==> src/rtl/pbn_port_defines.svh <==
// Offsets, field positions, reset values and widths of the port nibble
`ifndef PBN_PORT_DEFINES_SVH
`define PBN_PORT_DEFINES_SVH

// ********************************
// Register offsets
// ********************************
`define PBN_OFS_PORT   8'h00
`define PBN_OFS_LATCH  8'h01
`define PBN_OFS_DIR    8'h02
`define PBN_OFS_ANSEL  8'h03
`define PBN_OFS_PUCTL  8'h04

// ********************************
// Field positions and widths
// ********************************
`define PBN_NPINS      4
`define PBN_DW         8
`define PBN_AW         8
`define PBN_PU_BIT     7
`define PBN_PIN_EINT   0
`define PBN_PIN_BE     1
`define PBN_PIN_A3     2
`define PBN_PIN_A2     3

// ********************************
// Reset values
// ********************************
`define PBN_RST_LATCH  4'h0
`define PBN_RST_DIR    4'hF
`define PBN_RST_ANSEL  4'h0
`define PBN_RST_PU_N   1'b1
`define PBN_RST_BYTE   8'h00

`endif

==> src/rtl/pbn_port_pkg.sv <==
// Types shared by the port nibble design
package pbn_port_pkg;

  // ********************************
  // Types
  // ********************************
  typedef logic [3:0] pbn_pin_t;   // One bit per pin
  typedef logic [7:0] pbn_data_t;  // Register data
  typedef logic [7:0] pbn_addr_t;  // Register address

  // Source that drives a pin
  typedef enum logic [2:0] {
    PBN_SRC_OFF,
    PBN_SRC_LATCH,
    PBN_SRC_REMAP,
    PBN_SRC_USB,
    PBN_SRC_REFCLK,
    PBN_SRC_PMP
  } pbn_src_e;

endpackage

==> src/rtl/pbn_port_io.sv <==
// Lower nibble of a general-purpose port with shared pin functions
`timescale 1ns/1ps
`include "pbn_port_defines.svh"

// Function
// - Direction one: input, level read back
// - Direction zero: latch drives pin, analog ignored
// - Input pull-up only while control bit cleared
// - Analog selection disables digital input path
// - Reset selects all pins analog
// - Debug mode disables all shared functions
// - Parallel port outputs override direction bit
// - Remap input when one, output when zero
// - USB and reference clock only as outputs
// - Bit zero feeds external interrupt when input
// - Parallel port functions only in large package
// - Control bit seven disables all pull-ups
// - Pull-ups off at reset and for outputs
// - Analog pins read as zero
module pbn_port_io #(
  parameter bit LARGE_PKG = 1'b1  // Parallel port pins present
) (
  input  wire logic                  CLK_SYS,
  input  wire logic                  RESETN,
  input  wire logic                  CE,
  input  wire pbn_port_pkg::pbn_addr_t ADDR,
  input  wire pbn_port_pkg::pbn_data_t WDATA,
  input  wire logic                  WR,
  input  wire logic                  RD,
  output pbn_port_pkg::pbn_data_t    RDATA,
  input  wire pbn_port_pkg::pbn_pin_t PIN_IN,
  output pbn_port_pkg::pbn_pin_t     PIN_OUT,
  output pbn_port_pkg::pbn_pin_t     PIN_OE_N,
  output pbn_port_pkg::pbn_pin_t     PIN_PULLUP,
  output pbn_port_pkg::pbn_pin_t     PIN_ANALOG,
  input  wire logic                  IN_CIRCUIT_DEBUG_MODE,
  input  wire logic                  PARALLEL_BYTE_ENABLE_EN,
  input  wire logic                  PARALLEL_BYTE_ENABLE_OUT,
  input  wire logic                  PARALLEL_ADDRESS_TWO_EN,
  input  wire logic                  PARALLEL_ADDRESS_TWO_OUT,
  input  wire logic                  PARALLEL_ADDRESS_THREE_EN,
  input  wire logic                  PARALLEL_ADDRESS_THREE_OUT,
  input  wire logic                  USB_XCVR_EN,
  input  wire logic                  USB_XCVR_MINUS_OUT,
  input  wire logic                  USB_XCVR_PLUS_OUT,
  input  wire logic                  REFERENCE_CLOCK_EN,
  input  wire logic                  REFERENCE_CLOCK_OUT,
  input  wire pbn_port_pkg::pbn_pin_t REMAP_OUT_EN,
  input  wire pbn_port_pkg::pbn_pin_t REMAP_OUT,
  output pbn_port_pkg::pbn_pin_t     REMAP_IN,
  output logic                       EXTERNAL_INTERRUPT_ZERO_IN
);
  import pbn_port_pkg::*;

  // ********************************
  // Elaboration checks
  // ********************************
  if (`PBN_NPINS != 4) begin : g_bad_pins
    $error("Port nibble needs exactly four pins");
  end
  if (`PBN_PU_BIT >= `PBN_DW) begin : g_bad_pu
    $error("Pull-up bit must fit the data width");
  end

  // ********************************
  // Functions
  // ********************************

  // Choose what drives one pin, highest priority first
  function automatic pbn_src_e pick_src(
    input logic dbg,    // Debug owns the pin
    input logic pmp,    // Parallel port claims it
    input logic dir,    // Direction bit
    input logic usb,    // USB output selected here
    input logic refc,   // Reference clock selected here
    input logic remap   // Remap output selected here
  );
    pbn_src_e s;
    s = PBN_SRC_LATCH;
    if (dbg) begin
      s = PBN_SRC_OFF;
    end else if (pmp) begin
      s = PBN_SRC_PMP;
    end else if (dir) begin
      s = PBN_SRC_OFF;
    end else if (usb) begin
      s = PBN_SRC_USB;
    end else if (refc) begin
      s = PBN_SRC_REFCLK;
    end else if (remap) begin
      s = PBN_SRC_REMAP;
    end
    return s;
  endfunction

  // Level a pin carries for a given source
  function automatic logic src_level(
    input pbn_src_e s,
    input logic     lat,    // Output latch bit
    input logic     pmpv,   // Parallel port value
    input logic     usbv,   // USB output value
    input logic     refv,   // Reference clock value
    input logic     rpv     // Remap output value
  );
    logic v;
    v = 1'b0;
    case (s)
      PBN_SRC_LATCH:  v = lat;
      PBN_SRC_PMP:    v = pmpv;
      PBN_SRC_USB:    v = usbv;
      PBN_SRC_REFCLK: v = refv;
      PBN_SRC_REMAP:  v = rpv;
      PBN_SRC_OFF:    v = 1'b0;        // Driver off
      default:        v = 1'b0;        // Unused codes
    endcase
    return v;
  endfunction

  // ********************************
  // Registers
  // ********************************
  pbn_pin_t  latch;        // Output latch
  pbn_pin_t  dir;          // Direction, one is input
  pbn_pin_t  digital_sel;  // One per pin, one is digital
  logic      pullup_disable_n; // Shared pull-up control
  pbn_pin_t  port_level;   // Sampled digital levels

  // ********************************
  // Bus decode
  // ********************************
  wire logic hit_port  = (ADDR == `PBN_OFS_PORT);
  wire logic hit_latch = (ADDR == `PBN_OFS_LATCH);
  wire logic hit_dir   = (ADDR == `PBN_OFS_DIR);
  wire logic hit_ansel = (ADDR == `PBN_OFS_ANSEL);
  wire logic hit_puctl = (ADDR == `PBN_OFS_PUCTL);

  // Port and latch writes both load the latch
  wire logic wr_latch = WR & (hit_port | hit_latch);
  wire logic wr_dir   = WR & hit_dir;
  wire logic wr_ansel = WR & hit_ansel;
  wire logic wr_puctl = WR & hit_puctl;

  // Read multiplexer, unmapped reads give zero
  wire pbn_data_t rd_mux =
    hit_port  ? {4'h0, port_level}  :
    hit_latch ? {4'h0, latch}       :
    hit_dir   ? {4'h0, dir}         :
    hit_ansel ? {4'h0, digital_sel} :
    hit_puctl ? {pullup_disable_n, 7'h00} :
    8'h00;

  // Read data only in the cycle after the strobe
  wire pbn_data_t next_rdata = RD ? rd_mux : 8'h00;

  // ********************************
  // Pin function claims
  // ********************************
  wire logic dbg = IN_CIRCUIT_DEBUG_MODE;

  // Parallel port claims exist only in the large package
  wire pbn_pin_t pmp_claim = LARGE_PKG ? {
    PARALLEL_ADDRESS_TWO_EN,
    PARALLEL_ADDRESS_THREE_EN,
    PARALLEL_BYTE_ENABLE_EN,
    1'b0} : 4'h0;

  // Parallel port values per pin
  wire pbn_pin_t pmp_val = {
    PARALLEL_ADDRESS_TWO_OUT,
    PARALLEL_ADDRESS_THREE_OUT,
    PARALLEL_BYTE_ENABLE_OUT,
    1'b0};

  // USB outputs sit on pins two and three
  wire pbn_pin_t usb_claim = {USB_XCVR_EN, USB_XCVR_EN, 2'b00};
  wire pbn_pin_t usb_val   = {USB_XCVR_PLUS_OUT,
                              USB_XCVR_MINUS_OUT, 2'b00};

  // Reference clock sits on pin two
  wire pbn_pin_t ref_claim = {1'b0, REFERENCE_CLOCK_EN, 2'b00};
  wire pbn_pin_t ref_val   = {1'b0, REFERENCE_CLOCK_OUT, 2'b00};

  // ********************************
  // Per-pin next values
  // ********************************
  pbn_pin_t next_out;      // Pin level when driven
  pbn_pin_t next_oe_n;     // Low while driving
  pbn_pin_t next_pullup;   // Weak pull-up on
  pbn_pin_t next_analog;   // Analog path selected
  pbn_pin_t next_level;    // Digital input level
  pbn_pin_t next_remap_in; // Remap input level

  for (genvar i = 0; i < `PBN_NPINS; i++) begin : g_pin
    // Selected source for this pin
    wire pbn_src_e src = pick_src(dbg, pmp_claim[i], dir[i],
      usb_claim[i], ref_claim[i], REMAP_OUT_EN[i]);

    // Digital input path alive only when not analog
    wire logic dig_ok = digital_sel[i] & ~dbg;

    assign next_out[i] = src_level(src, latch[i], pmp_val[i],
      usb_val[i], ref_val[i], REMAP_OUT[i]);

    // Driver on for any source but off
    assign next_oe_n[i] = (src == PBN_SRC_OFF);

    // Pull-up only for undriven inputs with control clear
    assign next_pullup[i] = dir[i] & ~pullup_disable_n
                            & ~dbg & next_oe_n[i];

    // Analog path per pin, off in debug
    assign next_analog[i] = ~digital_sel[i] & ~dbg;

    // Analog pins read as zero
    assign next_level[i] = dig_ok & PIN_IN[i];

    // Remap input only while the pin is an input
    assign next_remap_in[i] = dig_ok & dir[i] & PIN_IN[i];
  end

  // External interrupt from bit zero while it is an input
  wire logic next_eint = next_remap_in[`PBN_PIN_EINT];

  // ********************************
  // Control registers
  // ********************************

  // Software-written state
  always_ff @(posedge CLK_SYS) begin
    if (!RESETN) begin
      latch            <= `PBN_RST_LATCH;
      dir              <= `PBN_RST_DIR;
      digital_sel      <= `PBN_RST_ANSEL;
      pullup_disable_n <= `PBN_RST_PU_N;
    end else if (CE) begin
      if (wr_latch) begin
        latch <= WDATA[3:0];
      end
      if (wr_dir) begin
        dir <= WDATA[3:0];
      end
      if (wr_ansel) begin
        digital_sel <= WDATA[3:0];
      end
      if (wr_puctl) begin
        pullup_disable_n <= WDATA[`PBN_PU_BIT];
      end
    end
  end

  // ********************************
  // Read data
  // ********************************

  // Registered read answer
  always_ff @(posedge CLK_SYS) begin
    if (!RESETN) begin
      RDATA <= `PBN_RST_BYTE;
    end else if (CE) begin
      RDATA <= next_rdata;
    end
  end

  // ********************************
  // Pin and peripheral outputs
  // ********************************

  // Pin drivers and pad controls
  always_ff @(posedge CLK_SYS) begin
    if (!RESETN) begin
      PIN_OUT    <= 4'h0;
      PIN_OE_N   <= 4'hF;                   // Inputs at reset
      PIN_PULLUP <= 4'h0;
      PIN_ANALOG <= 4'hF;
    end else if (CE) begin
      PIN_OUT    <= next_out;
      PIN_OE_N   <= next_oe_n;
      PIN_PULLUP <= next_pullup;
      PIN_ANALOG <= next_analog;
    end
  end

  // Sampled input levels toward software and peripherals
  always_ff @(posedge CLK_SYS) begin
    if (!RESETN) begin
      port_level                 <= 4'h0;
      REMAP_IN                   <= 4'h0;
      EXTERNAL_INTERRUPT_ZERO_IN <= 1'b0;
    end else if (CE) begin
      port_level                 <= next_level;
      REMAP_IN                   <= next_remap_in;
      EXTERNAL_INTERRUPT_ZERO_IN <= next_eint;
    end
  end

endmodule

==> config.mk <==
export PLATFORM = sky130hd
export DESIGN_NAME = pbn_port_io
export DESIGN_NICKNAME = d
export VERILOG_FILES = /design/src/rtl/pbn_port_pkg.sv /design/src/rtl/pbn_port_io.sv
export VERILOG_INCLUDE_DIRS = /design/src /design/src/rtl
export SDC_FILE = /design/constraint.sdc
export NUM_CORES = 1
export LEC_CHECK = 0
export ABC_AREA = 1
export BUFFER_PORTS_ARGS = -buffer_cell sky130_fd_sc_hd__buf_2
export CAP_MARGIN = 0
export CORE_ASPECT_RATIO = 1.4
export CORE_UTILIZATION = 40
export DETAILED_ROUTE_END_ITERATION = 8
export GPL_ROUTABILITY_DRIVEN = 0
export MAX_ROUTING_LAYER = met4
export PLACE_DENSITY = 0.67
export SLEW_MARGIN = 20
export SYNTH_ARGS = -nofsm -noshare
export SYNTH_HDL_FRONTEND = slang
export SYNTH_SLANG_ARGS = --single-unit
export TNS_END_PERCENT = 30
==> constraint.sdc <==
create_clock -name CLK_SYS -period 1.6 [get_ports CLK_SYS]
set_input_delay 0 -clock CLK_SYS [delete_from_list [all_inputs] [get_ports CLK_SYS]]
set_output_delay 0 -clock CLK_SYS [all_outputs]
set_load 0.005 [all_outputs]
# Word level (Yosys, flattened, before mapping)
# Index checks and enable logic that the tools add are counted.
totals:
  ff_bits: 46
  out_inout_bits: 29
classes:
  reduce_logical: 9
  n_bitwise: 43
  n_mux: 28
  n_eq_ne: 18
op_table:
  columns: ["op", "count"]
  rows:
  - ["2-to-1 mux 8 bit", 6]
  - ["bitwise AND 1 bit", 36]
  - ["2-to-1 mux 3 bit", 11]
  - ["equality test 3 x 2 -> 1 bit (second input constant)", 6]
  - ["equality test 8 x 2 -> 1 bit (second input constant)", 2]
  - ["2-to-1 mux 2 bit", 7]
  - ["equality test 3 x 1 -> 1 bit (second input constant)", 4]
  - ["equality test 3 bit (second input constant)", 4]
  - ["logical NOT 3 bit", 4]
  - ["equality test 8 x 1 -> 1 bit (second input constant)", 1]
  - ["equality test 8 x 3 -> 1 bit (second input constant)", 1]
  - ["logical NOT 8 bit", 1]
  - ["AND reduction 2 bit", 4]
  - ["NOT 1 bit", 6]
  - ["one-hot mux 1 bit (5 select lines)", 1]
  - ["one-hot mux 1 bit (4 select lines)", 1]
  - ["one-hot mux 1 bit (3 select lines)", 1]
  - ["one-hot mux 1 bit (2 select lines)", 1]
  - ["OR 1 bit", 1]

# Logic depth before layout (Yosys ltp)
logic_depth:
  word_depth: 8
  mapped_depth: 10

# Least setup slack after synthesis
# No wires, ideal clock.
synth_path:
  path_kind: "register to register"
  startpoint: "register dir[2]"
  endpoint: "register PIN_OUT[2]"
  synth_period_minus_slack_ns: 1.117
  slack_ns: 0.483
  t_required_ns: 1.533
  arrival_time_ns: 1.050
  path_stages_with_launch: 8
  path_cell_list: "dfxtp_1 -> nor2_1 -> nand3_1 -> nand2_1 -> o21ba_1 -> nor2_1 -> nand2_1 -> a21oi_2"
synth_via:
  elab_chain_len: 5
synth_lines:
  columns: ["element", "line", "source"]
  rows:
  - ["from (decl)", "pbn_port_io.sv:123", "pbn_pin_t dir;"]
  - ["from (signal assigned)", "pbn_port_io.sv:232", "dir <= `PBN_RST_DIR;"]
  - ["from (signal assigned)", "pbn_port_io.sv:240", "dir <= WDATA[3:0];"]
  - ["2-to-1 mux 3 bit (*)", "pbn_port_io.sv:84", "end else if (dir) begin"]
  - ["2-to-1 mux 3 bit (*)", "pbn_port_io.sv:82", "end else if (pmp) begin"]
  - ["2-to-1 mux 3 bit (*)", "pbn_port_io.sv:80", "if (dbg) begin"]
  - ["equality test 3 x 2 -> 1 bit, or another cell as far along", "pbn_port_io.sv:107", "case (s)"]
  - ["one-hot mux 1 bit (5 select lines) (*)", "pbn_port_io.sv:107", null]
  - ["to (signal assigned)", "pbn_port_io.sv:276", "PIN_OUT <= next_out;"]
  - ["to (decl)", "pbn_port_io.sv:32", "output pbn_port_pkg::pbn_pin_t PIN_OUT,"]
# Every way passes the cells marked *; elsewhere a longest branch is shown, timed or not.
# A chain may end at the register's enable or synchronous reset.

# Final worst setup path
# Ends and elaborated chain as after synthesis.

==> flow_metrics.py <==
metrics = {
    "timing": {
        "max_freq_mhz": 768,
        "postLayoutSetupSlackWorst_ns": 0.298,
        "clock_skew_ns": 0.00302,
        "period_needed_ns": 1.30,
        "holdWs_ns": -0.000753,
        "timing.final.crit_share": 0.814,
        "rsz0062_at_grt": "false",
        "timing_max_transition_violations_final": 0,
        "tns_ns": 0,
        "hold_viol": 1,
        "finalSetupViolations": 0,
    },
    "clocking": {
        "clk_pin_slew_ns": 0.08,
        "clockBufferDepth": 2,
        "htree_levels": 2,
        "clkSinkCount": 42,
        "cts_setup_buffers": 0,
        "cts_hold_buf": 8,
        "ctsResizeCount": 0,
        "clkLatencyLatePin_ns": 0.29,
        "root_buffer": "clkbuf_8",
        "cts_tree": "done",
        "cts_made_buffers": 5,
    },
    "worst_setup_path": {
        "start_kind": "flip-flop",
        "worstPathMaxFanout": 6,
        "crit_chain": "nor2_1 -> nand2_1 -> nand2_1 -> nand2_1 -> nand2_1 -> nor2_1 -> nor2_1 -> nand2_1 -> a21oi_2",
        "critical_path.startpoint": "dir[2]$_SDFFE_PN1P_",
        "crit_type": "flip-flop to flip-flop",
        "endpoint_kind": "flip-flop",
        "r2r-start": "dir[2]$_SDFFE_PN1P_",
        "cpPeakStageDelay_ns": 0.48,
        "crit_path_frequent_cell": "nand2_1",
        "crit_required_ns": 1.77,
        "cp_slowest_cell": "dfxtp_1",
        "critPathArrivalTime_ns": 1.47,
    },
    "synth": {
        "synth_area_per_cell_sq_um": 7.13,
        "async_reset_ff_frac": 0,
        "yosysWarningCount": 0,
        "synth.most_common_cell": "nand2_1",
        "yosysTopAreaCell": "dfxtp_1",
        "syn_area_sq_um": 2030,
        "ys_top_cells_by_count": "60 x nand2_1, 42 x dfxtp_1, 37 x a21oi_1",
        "synth_edf_count": 0,
        "post-synth-top-area-fraction": 0.414,
        "synth_cell_types": 27,
        "synth_area_leaders": "dfxtp_1 41%, nand2_1 11%, a21oi_1 9.1%",
        "synth-seq-cells": 42,
        "synth_ff_type": "dfxtp_1",
        "ys_seq_area_frac": 0.414,
        "syn-instance-count": 285,
    },
    "layout": {
        "nets": 406,
        "syn2layout_area_growth_pct": 28.3,
        "drive_gt1_frac": 0.276,
        "post-route-util": 0.534,
        "diodes": 0,
    },
    "placement": {
        "place_hpwl_um": 3840,
        "pre_cts_slack_ns": 0.324,
        "port_buffers": 67,
    },
    "grt": {
        "grt_max_degree": 29,
        "gr-total-overflow": 0,
        "use_met2": 0.354,
        "grt_use_met1": 0.258,
        "top_usage_layer": "met2",
        "grt_antenna_before_repair": 0,
        "grt_first_pass_wirelength_um": 8660,
        "grt_pass1_vias": 1876,
        "grt_use_total": 0.209,
        "grtUsageMet3": 0.0395,
    },
    "floorplanning": {
        "num_io_pins": 74,
        "dieHeight_um": 86.3,
        "die-area_sq_um": 5370,
        "core_sq_um": 4880,
        "die_w_um": 62.2,
        "initial_core_util": 0.416,
        "num_rows": 30,
    },
    "drt": {
        "drtPass1Iterations": 4,
        "detail-route-antenna-nets": 0,
        "route.detailed.drc": 0,
        "drtIter0Drc": 89,
        "viasPerCell": 4.98,
        "routed_wl_um": 5100,
        "num_vias": 2122,
        "wl_per_cell_um": 12.0,
    },
    "pwr": {
        "power_density_nw_per_um2": 808,
        "p_leak_nw": 1.23,
        "vdd_drop_max_uv": 502,
    },
    "min_path": {
        "hp-start": "WDATA[3]",
        "hp-class": "input port to flip-flop",
    },
    "status": {
        "status": "complete, but fails checks",
        "violations": "negative hold slack",
    },
    "job": {
        "drv_cap": 0,
    },
}
cell type report:
type / instances / area, sq um
flip-flops and latches: 42 / 841
clock inverters: 3 / 40.0
clock buffers: 5 / 68.8
multi-input cells: 205 / 1020
inverters: 28 / 106
well taps: 64 / 80.1
fillers: 521 / 2270
repair buffers: 79 / 445
metrics by stage:
stage | power [mW] | hold WS (ns) | cells | area [sq um]
final | 2.10 | -0.000753 | 426 | 2610
after detailed placement | 1.30 | 0.254 | 410 | 2420
after global routing | 2.21 | 0.0221 | 426 | 2610
after CTS | 2.13 | 0.000221 | 426 | 2610
after global placement | 1.30 | 0.245 | 410 | 2420
after floorplan | 1.21 | 0.154 | 287 | 2040
cell families after synthesis:
group / count (synthesis) / synth area share
simple gates: 133 / 0.316
flops: 42 / 0.414
compound gates: 69 / 0.183
other cells: 1 / 0.00185
buf+inv: 40 / 0.0856
cells in the final DEF, fill, tap and decap left out, types with 2 or more instances in the layout:
master         netlist  routed
nor2_2               3       3
inv_1               21      21
o211ai_1             6       6
dlygate4sd3_1        0       8
buf_4                5       4
clkinv_2             1       3
nand4_1             11      11
nor2_4               3       3
nand2_1             60      60
nand3_1             24      24
inv_2                6       6
nor2_1              17      17
o21ai_0             23      23
a21oi_1             37      37
nand2_2              2       2
dfxtp_1             42      42
buf_2                3      67
clkbuf_8             0       5
nand3_2              2       2
conb_1               1       3
nor3_1               7       7
final timing paths:
| kind | end | slack, ns | cells after the start |
|---|---|---|---|
| setup reg to reg | PIN_OUT[2]$_SDFFE_PN0P_ | 0.30 | 9 |
| hold reg to reg | RDATA[3]$_SDFFE_PN0P_ | 0.46 | 2 |
| setup / recovery | PIN_OUT[2]$_SDFFE_PN0P_ | 0.30 | 9 |
| hold / removal | latch[3]$_SDFFE_PN0P_ | -0.0008 | 3 |
per-layer routing:
metal	vias to the layer above	wire length (um)	share of wire
li1	1109	-	-
met1	936	2270	0.45
met2	75	2500	0.49
met3	2	309	0.061
met4	0	19	0.0037
met5	-	0	0
worst max-delay path, delay by kind of cell (launching register included):
family | cells | cell delay, ns
AOI/OAI and AO/OA | 1 | 0.05
and+or+nand+nor | 8 | 0.65
DFF | 1 | 0.48
sequential cells by signal (all words and copies together), names as in the netlist:
register          flops
port_level            4
latch                 4
dir                   4
pullup_disable_n      1
PIN_OUT               4
PIN_PULLUP            4
RDATA                 5
digital_sel           4
REMAP_IN              4
PIN_OE_N              4
PIN_ANALOG            4
report_power, final:
part	switching (mW)	total (mW)	internal (mW)
registers	0.00810	1.07	1.06
logic	0.129	0.224	0.0949
clock network	0.354	0.813	0.459
Note: power is estimated with default switching activity, not from simulation.
